File: src/logic/prpc_cfg.svh
`ifndef PRPC_CFG_SVH
`define PRPC_CFG_SVH

// Register byte offsets
`define PRPC_OFS_CORE 6'h08
`define PRPC_OFS_PERIPH 6'h0c
`define PRPC_OFS_PERF 6'h10
`define PRPC_OFS_SRC 6'h04
`define PRPC_OFS_LOCK 6'h14

// Core reset control fields
`define PRPC_BIT_CHIP 0
`define PRPC_BIT_KERNEL 1
`define PRPC_BIT_DMA 2
`define PRPC_BIT_EXTBUS 3
`define PRPC_CORE_MASK 32'h0000000f

// Peripheral reset control: implemented bits
`define PRPC_PERIPH_MASK 32'h39f7f33e

// Performance control
`define PRPC_BIT_PERF 0
`define PRPC_PERF_MASK 32'h00000001

// Reset source flags
`define PRPC_BIT_POR_FLAG 0
`define PRPC_BIT_KERN_FLAG 7
`define PRPC_SRC_MASK 32'h00000081

// Unlock key sequence
`define PRPC_KEY0 8'h59
`define PRPC_KEY1 8'h16
`define PRPC_KEY2 8'h88

// One-shot pulse length in clock cycles
`define PRPC_ONESHOT_CYC 2

`define PRPC_RESET_VAL 32'h00000000

`endif

File: src/logic/prpc_pkg.sv
package prpc_pkg;
  typedef enum logic [1:0] {
    prpc_key_idle,
    prpc_key_got0,
    prpc_key_got1
  } prpc_key_t;
endpackage : prpc_pkg

File: src/logic/prpc_ctrl.sv
// Notes on behaviour
// - External bus reset held while its bit stays 1.
// - DMA controller reset held while its bit stays 1.
// - Kernel bit resets kernel and flash controller, clears after two cycles.
// - Chip bit resets kernel and peripherals, clears after two cycles.
// - Chip reset acts as power-on, reloading flash configuration.
// - Core reset bits writable only after key 59h,16h,88h unlocks.
// - Peripheral register bit at 1 holds that peripheral in reset.
// - Bits 29,28,27,24,23,22,21,20 map audio..lower PWM resets.
// - Serial port resets at bits 16-18, bit 19 reserved.
// - Sync serial at 12-15, two-wire at 8-9, 10-11 reserved.
// - Timers at 2-5, GPIO at 1; 0,6,7,30,31 reserved.
// - High-perf bit gives zero-wait RAM/GPIO and better flash prediction.
// - High-perf works at any clock, protected, 0 means normal.
// - Software kernel reset sets kernel source flag, write 1 clears.
// - Chip software reset sets the power-on source flag.
//
// Register access over Avalon-MM was chosen for this implementation.
`include "prpc_cfg.svh"

module prpc_ctrl
  import prpc_pkg::*;
(
  // Clock and reset
  input wire logic clk,
  input wire logic rst,
  // Avalon-MM slave
  input wire logic [5:0] address,
  input wire logic read,
  input wire logic write,
  input wire logic [31:0] writedata,
  input wire logic [3:0] byteenable,
  output logic [31:0] readdata,
  output logic waitrequest,
  // Reset outputs
  output logic chip_reset_q,
  output logic kernel_reset_q,
  output logic flash_memory_controller_reset_q,
  output logic config_reload_q,
  output logic dma_ctrl_reset_q,
  output logic ext_bus_reset_q,
  output logic [31:0] periph_reset_q,
  // Performance control and unlock status
  output logic high_perf_enable_q,
  output logic unlocked_q
);
  logic [31:0] be_mask;
  logic acc_q;
  logic wr_go;
  logic rd_go;
  logic [1:0] core_q;
  logic [31:0] periph_q;
  logic perf_q;
  logic kern_flag_q;
  logic por_flag_q;
  logic chip_fire;
  logic kern_fire;
  logic chip_pulse;
  logic kern_pulse;
  prpc_key_t key_q;

  function automatic logic [31:0] merge(input logic [31:0] old,
                                        input logic [31:0] wd,
                                        input logic [31:0] be,
                                        input logic [31:0] msk);
    merge = ((old & ~be) | (wd & be)) & msk;
  endfunction : merge

  // ---------------------------------------------------------------
  // Bus handshake
  // ---------------------------------------------------------------
  // One wait cycle: request accepted on the second edge it is seen
  always_comb begin
    for (int i = 0; i < 4; i++) begin
      be_mask[i*8 +: 8] = {8{byteenable[i]}};
    end
  end

  assign wr_go = write & acc_q;
  // Read data is latched on the first edge, so that it already stands
  // at the edge where the master samples waitrequest low
  assign rd_go = read & ~acc_q;

  always_ff @(posedge clk or posedge rst) begin
    if (rst) begin
      acc_q <= 1'b0;
      waitrequest <= 1'b1;
    end else begin
      acc_q <= (read | write) & ~acc_q;
      waitrequest <= ~((read | write) & ~acc_q);
    end
  end

  // ---------------------------------------------------------------
  // Unlock sequence
  // ---------------------------------------------------------------
  // Any other write to the lock address relocks and restarts
  always_ff @(posedge clk or posedge rst) begin
    if (rst) begin
      key_q <= prpc_key_idle;
      unlocked_q <= 1'b0;
    end else if (chip_pulse) begin
      key_q <= prpc_key_idle;
      unlocked_q <= 1'b0;
    end else if (wr_go && address == `PRPC_OFS_LOCK && byteenable[0]) begin
      unlocked_q <= 1'b0;
      case (key_q)
        prpc_key_idle: begin
          key_q <= (writedata[7:0] == `PRPC_KEY0) ? prpc_key_got0
                                                  : prpc_key_idle;
        end
        prpc_key_got0: begin
          key_q <= (writedata[7:0] == `PRPC_KEY1) ? prpc_key_got1
                                                  : prpc_key_idle;
        end
        prpc_key_got1: begin
          key_q <= prpc_key_idle;
          unlocked_q <= (writedata[7:0] == `PRPC_KEY2);
        end
        default: begin
          key_q <= prpc_key_idle;
        end
      endcase
    end
  end

  // ---------------------------------------------------------------
  // Core reset control
  // ---------------------------------------------------------------
  assign chip_fire = wr_go && unlocked_q && address == `PRPC_OFS_CORE &&
                     byteenable[0] && writedata[`PRPC_BIT_CHIP];
  assign kern_fire = wr_go && unlocked_q && address == `PRPC_OFS_CORE &&
                     byteenable[0] && writedata[`PRPC_BIT_KERNEL];

  prpc_oneshot u_chip_shot (
    .clk(clk),
    .rst(rst),
    .fire(chip_fire),
    .pulse_q(chip_pulse)
  );

  prpc_oneshot u_kern_shot (
    .clk(clk),
    .rst(rst),
    .fire(kern_fire),
    .pulse_q(kern_pulse)
  );

  // DMA and external bus are level resets
  always_ff @(posedge clk or posedge rst) begin
    if (rst) begin
      core_q <= 2'h0;
    end else if (chip_pulse) begin
      core_q <= 2'h0;
    end else if (wr_go && unlocked_q && address == `PRPC_OFS_CORE &&
                 byteenable[0]) begin
      core_q <= writedata[`PRPC_BIT_EXTBUS:`PRPC_BIT_DMA];
    end
  end

  // Outputs registered; chip reset drives kernel and flash too
  always_ff @(posedge clk or posedge rst) begin
    if (rst) begin
      chip_reset_q <= 1'b0;
      kernel_reset_q <= 1'b0;
      flash_memory_controller_reset_q <= 1'b0;
      config_reload_q <= 1'b0;
      dma_ctrl_reset_q <= 1'b0;
      ext_bus_reset_q <= 1'b0;
    end else begin
      chip_reset_q <= chip_pulse;
      kernel_reset_q <= chip_pulse | kern_pulse;
      flash_memory_controller_reset_q <= chip_pulse | kern_pulse;
      config_reload_q <= chip_pulse;
      dma_ctrl_reset_q <= core_q[0] | chip_pulse;
      ext_bus_reset_q <= core_q[1] | chip_pulse;
    end
  end

  // ---------------------------------------------------------------
  // Peripheral reset and performance
  // ---------------------------------------------------------------
  // A chip reset clears the register as a power-on would
  always_ff @(posedge clk or posedge rst) begin
    if (rst) begin
      periph_q <= `PRPC_RESET_VAL;
      periph_reset_q <= `PRPC_RESET_VAL;
      perf_q <= 1'b0;
      high_perf_enable_q <= 1'b0;
    end else begin
      if (chip_pulse) begin
        periph_q <= `PRPC_RESET_VAL;
        perf_q <= 1'b0;
      end else if (wr_go && address == `PRPC_OFS_PERIPH) begin
        periph_q <= merge(periph_q, writedata, be_mask,
                          `PRPC_PERIPH_MASK);
      end else if (wr_go && unlocked_q && address == `PRPC_OFS_PERF &&
                   byteenable[0]) begin
        perf_q <= writedata[`PRPC_BIT_PERF];
      end
      periph_reset_q <= periph_q |
                        ({32{chip_pulse}} & `PRPC_PERIPH_MASK);
      high_perf_enable_q <= perf_q;
    end
  end

  // ---------------------------------------------------------------
  // Reset source flags
  // ---------------------------------------------------------------
  // Set wins over a simultaneous write-one clear
  always_ff @(posedge clk or posedge rst) begin
    if (rst) begin
      kern_flag_q <= 1'b0;
      por_flag_q <= 1'b1;
    end else begin
      if (kern_fire) begin
        kern_flag_q <= 1'b1;
      end else if (wr_go && address == `PRPC_OFS_SRC && byteenable[0] &&
                   writedata[`PRPC_BIT_KERN_FLAG]) begin
        kern_flag_q <= 1'b0;
      end
      if (chip_fire) begin
        por_flag_q <= 1'b1;
      end else if (wr_go && address == `PRPC_OFS_SRC && byteenable[0] &&
                   writedata[`PRPC_BIT_POR_FLAG]) begin
        por_flag_q <= 1'b0;
      end
    end
  end

  // ---------------------------------------------------------------
  // Read data
  // ---------------------------------------------------------------
  always_ff @(posedge clk or posedge rst) begin
    if (rst) begin
      readdata <= 32'h00000000;
    end else if (rd_go) begin
      case (address)
        `PRPC_OFS_SRC: begin
          readdata <= {24'h000000, kern_flag_q, 6'h00, por_flag_q};
        end
        `PRPC_OFS_CORE: begin
          readdata <= {28'h0000000, core_q, kern_pulse, chip_pulse};
        end
        `PRPC_OFS_PERIPH: begin
          readdata <= periph_q;
        end
        `PRPC_OFS_PERF: begin
          readdata <= {31'h00000000, perf_q};
        end
        `PRPC_OFS_LOCK: begin
          readdata <= {31'h00000000, unlocked_q};
        end
        default: begin
          readdata <= 32'h00000000;
        end
      endcase
    end
  end
endmodule : prpc_ctrl

File: src/logic/prpc_oneshot.sv
`include "prpc_cfg.svh"

module prpc_oneshot (
  // Clock and reset
  input wire logic clk,
  input wire logic rst,
  // Trigger and pulse
  input wire logic fire,
  output logic pulse_q
);
  logic [1:0] cnt_q;

  // Bit holds for a fixed count then clears itself
  always_ff @(posedge clk or posedge rst) begin
    if (rst) begin
      cnt_q <= 2'h0;
      pulse_q <= 1'b0;
    end else if (fire) begin
      cnt_q <= 2'(`PRPC_ONESHOT_CYC - 1);
      pulse_q <= 1'b1;
    end else if (cnt_q != 2'h0) begin
      cnt_q <= cnt_q - 2'h1;
    end else begin
      pulse_q <= 1'b0;
    end
  end
endmodule : prpc_oneshot

File: config.mk
export PLATFORM = sky130hd
export DESIGN_NAME = prpc_ctrl
export DESIGN_NICKNAME = d
export VERILOG_FILES = /design/src/logic/prpc_pkg.sv /design/src/logic/prpc_ctrl.sv /design/src/logic/prpc_oneshot.sv
export VERILOG_INCLUDE_DIRS = /design/src /design/src/logic
export SDC_FILE = /design/constraint.sdc
export NUM_CORES = 1
export LEC_CHECK = 0
export ABC_CLOCK_PERIOD_IN_PS = 3000
export BUFFER_PORTS_ARGS = -buffer_cell sky130_fd_sc_hd__buf_2
export CAP_MARGIN = 20
export CORE_MARGIN = 3
export CORE_UTILIZATION = 40
export CTS_CLUSTER_DIAMETER = 50
export DETAILED_ROUTE_END_ITERATION = 16
export GPL_TIMING_DRIVEN = 0
export MAX_ROUTING_LAYER = met4
export PLACE_DENSITY = 0.65
export SLEW_MARGIN = 20
export SYNTH_ARGS = -nofsm -noshare
export SYNTH_HDL_FRONTEND = slang
export SYNTH_SLANG_ARGS = --single-unit
File: constraint.sdc
create_clock -name clk -period 3 [get_ports clk]
set_clock_uncertainty 0.2 [all_clocks]
set_input_delay 0.15 -clock clk [delete_from_list [all_inputs] [get_ports clk]]
set_output_delay 0.15 -clock clk [all_outputs]
set_load 0.1 [all_outputs]
==> run metrics <==
DR WL/cell=about 15 µm; Vias=between 2000 and 3000; Clock Power Share=0.355; Die X=102.1 µm; Avg Cell Area, Syn=between 10 and 15 µm²; setup TNS=0 ns; Sw Share=0.2835; Worst R2R Start=key_q[0]; number of global-route vias before repair=about 2700; Cell variety after synth=38; met1 GRT Util=0.2418; Slew HR=0.5886; layout cells sized above 1=0.3774; num rows=34; global-route wire length before repair=between 10 and 15 mm; post-synthesis sequential area ratio=0.6035; Tmin final=roughly 2.6 ns; Util after Layout=0.5567; Iter 0 DRT Violations=between 80 and 90; most used cell, CP=dlygate4sd3_1; Worst Reg-to-Reg Cells=5; initial core utilization=0.4176; TritonCTS buffer count=9; start point of the worst hold path=byteenable[1]; CP max-delay cell=dlygate4sd3_1; WS Path Type=primary input to flop; placed cells=520; count of input and output buffers=90; CTS tree=done; fin nets=504; root buf cell=clkbuf_8; Vias/cell=roughly 4.7; IO Count=around 120; crit path cell chain=dlygate4sd3_1 > buf_2 > nor4b_1 > nand3_1 > dlygate4sd3_1 > o31ai_1 > dlygate4sd3_1; Net Sw Power=721.6 µW; Arr. time, crit path=~2.7 ns; Post-route DRC=0; Worst-path clk slew=0.09 ns; GRT Total Usage=0.1742; Worst Path Buf+Inv=4; Die Height=roughly 100 µm; Hold Crit Class=primary input to flop; slowest stage delay, CP=~0.58 ns; CP Capture Type=flop; Resized cells post-CTS=0; fmax=between 300 and 400 MHz; commonest non-fill, non-tap cell in the layout=buf_2; Leakage=between 2 and 3 nW; Pwr Density=between 500 and 600 mW/mm²; die footprint=0.01043 mm²; Syn Inst Count=approximately 300; Synth Register Bits=between 80 and 90; RSZ-0062 raised after global routing=false; Worst-Margin Slew=0.6171 ns; # diodes=0; RD Place Congestion=roughly 0.74; required time of the critical path=around 3.1 ns; commonest non-fill, non-tap cells in the layout=90 x buf_2, 87 x dfrtp_1, 33 x dlygate4sd3_1, 32 x nor2_1, 28 x mux2i_1; Int Power=between 1.5 and 2 mW; Final Instance Count excl. Fillers=about 570; Hold Path End=periph_q[13]; placed wire-length estimate=about 5.9 mm; Final Cycle Share=0.8759; Area after DPL=around 0.0044 mm²; met3 Use GR=0.02662; top cell family by delay on the critical path=buffers and inverters; Num Clock Sinks=between 80 and 90; htree depth=3; Remaining Overflow, GRT=0; run status=completed; drt total wl=~8.4 mm; sequential share of power=0.488; Max rail drop VDD=roughly 260 µV; Core ar.=0.008848 mm²; initial antenna violation count=0; CTS Buffer Depth=2; Syn. warnings=0; Post-Syn Area=0.003695 mm²; Final Power=2.545 mW; Final ANT Viol Nets=0; DR pass1 iterations=4; Clk Latency, worst-skew pair=between 0.3 and 0.4 ns; setup violators final=0; Final Max Tran Viols=0; worst-path fanout max=6; Comb power frac=0.157; area growth from synthesis to layout=33.32%; Worst R2R End=key_q[0]; M2 GR Usage=0.2584; busiest grt layer=met2; Worst setup SP type=primary input; max-cap viol count=0; largest net degree at the start of global routing=54; final std cell area, no fill=around 0.005 mm²; reg2reg setup slack=between 0.4 and 0.5 ns; worst hold path cell count=4; Final Hold Fails=0
## sequential cells by signal, summed over array words and instances, names as in the netlist
name                             cells
acc_q                                1
config_reload_q                      1
core_q                               2
dma_ctrl_reset_q                     1
ext_bus_reset_q                      1
flash_memory_controller_reset_q      1
high_perf_enable_q                   1
kern_flag_q                          1
key_q                                2
perf_q                               1
periph_q                            22
periph_reset_q                      22
por_flag_q                           1
readdata                            24
u_chip_shot.cnt_q                    2
u_chip_shot.pulse_q                  1
u_kern_shot.cnt_q                    2
u_kern_shot.pulse_q                  1
unlocked_q                           1
waitrequest                          1
## Yosys cell counts (all sizes together)
master / number / area, µm²
a2111oi: 1 / 8.760
a21oi: 5 / 25.02
a22o: 22 / 205.2
a41oi: 1 / 8.760
and3: 2 / 12.51
and3b: 1 / 8.760
and4b: 2 / 20.02
buf: 22 / 172.7
clkbuf: 10 / 37.54
conb: 1 / 3.750
dfrtp: 87 / 2177
dfstp: 2 / 52.55
ha: 2 / 25.02
inv: 9 / 33.78
mux2: 1 / 11.26
mux2i: 28 / 280.3
nand2: 15 / 58.81
nand2b: 4 / 25.02
nand3: 9 / 60.06
nand4: 1 / 6.260
nor2: 33 / 131.4
nor2b: 2 / 12.51
nor3: 1 / 5.000
nor4: 2 / 27.53
nor4b: 2 / 32.53
o21ai: 4 / 20.02
o31ai: 5 / 37.54
o32ai: 1 / 8.760
or2: 26 / 162.7
or3: 1 / 6.260
xor2: 2 / 17.52
## worst max-delay path by stage
| stage | startpoint | endpoint | slack [ns] | cells after the start |
|---|---|---|---|---|
| after global routing | writedata[1] | key_q[0] | 0.25 | 7 |
| final | writedata[1] | key_q[0] | 0.37 | 7 |
| after floorplan | rst | acc_q | 0.35 | 1 |
| after detailed placement | acc_q | readdata[7] | 0.99 | 4 |
| after global placement | rst | periph_reset_q[1] | -0.62 | 2 |
| after CTS | writedata[1] | key_q[0] | 0.43 | 7 |
## tightest hold or removal path: stages
cell	delay (ns)
buf_2	0.10
nand3_2	0.19
mux2i_1	0.11
nor2_1	0.07
## layer usage
layer	share of wire	routed length [µm]	vias to the layer above
met5	0	0	-
met4	0.018	149	0
met3	0.043	364	14
met2	0.47	3951	76
met1	0.47	3972	1304
li1	-	-	1308
## through the flow
step / setup WS [ns] / hold WS [ns]
global placement: -0.6244 / 0.1877
finish: 0.3724 / 0.1207
CTS: 0.4318 / 0.1076
detailed placement: 0.9878 / 0.006950
floorplan: 0.3464 / 0.03572
global route: 0.2539 / 0.1291
## final cells by class
class,instances,area [µm²]
plain buffers,32,210.2
clock buffers,12,145.1
clock inverters,4,76.32
fillers,781,3923
inverters,9,36.28
multi-input cells,191,1285
flip-flops and latches,89,2230
well taps,108,135.1
repair buffers,124,808.3
## kinds of logic after synthesis
| kind of cell | after synthesis | synth area share |
|---|---|---|
| buffers and inverters | 41 | 0.06603 |
| other | 1 | 0.001015 |
| XOR/XNOR | 2 | 0.004742 |
| multiplexers | 29 | 0.07890 |
| flip-flops | 89 | 0.6035 |
| adder cells (fa/ha/maj) | 2 | 0.006772 |
| AND/OR/NAND/NOR | 101 | 0.1541 |
| AO/OA/AOI/OAI | 39 | 0.08500 |
## repair_timing
item,in CTS,in global routing
buffers inserted,0,0
hold buffers,33,0
endpoints found under the hold margin,78,0
## power groups by stage
stage	sequential, mW	combinational, mW	clock [mW]
floorplan	1.37	0.188	0
global placement	1.27	0.362	0
detailed placement	1.27	0.369	0
CTS	1.24	0.400	0.914
global route	1.25	0.423	0.974
finish	1.24	0.399	0.903
(Power assumes the default switching activity.)
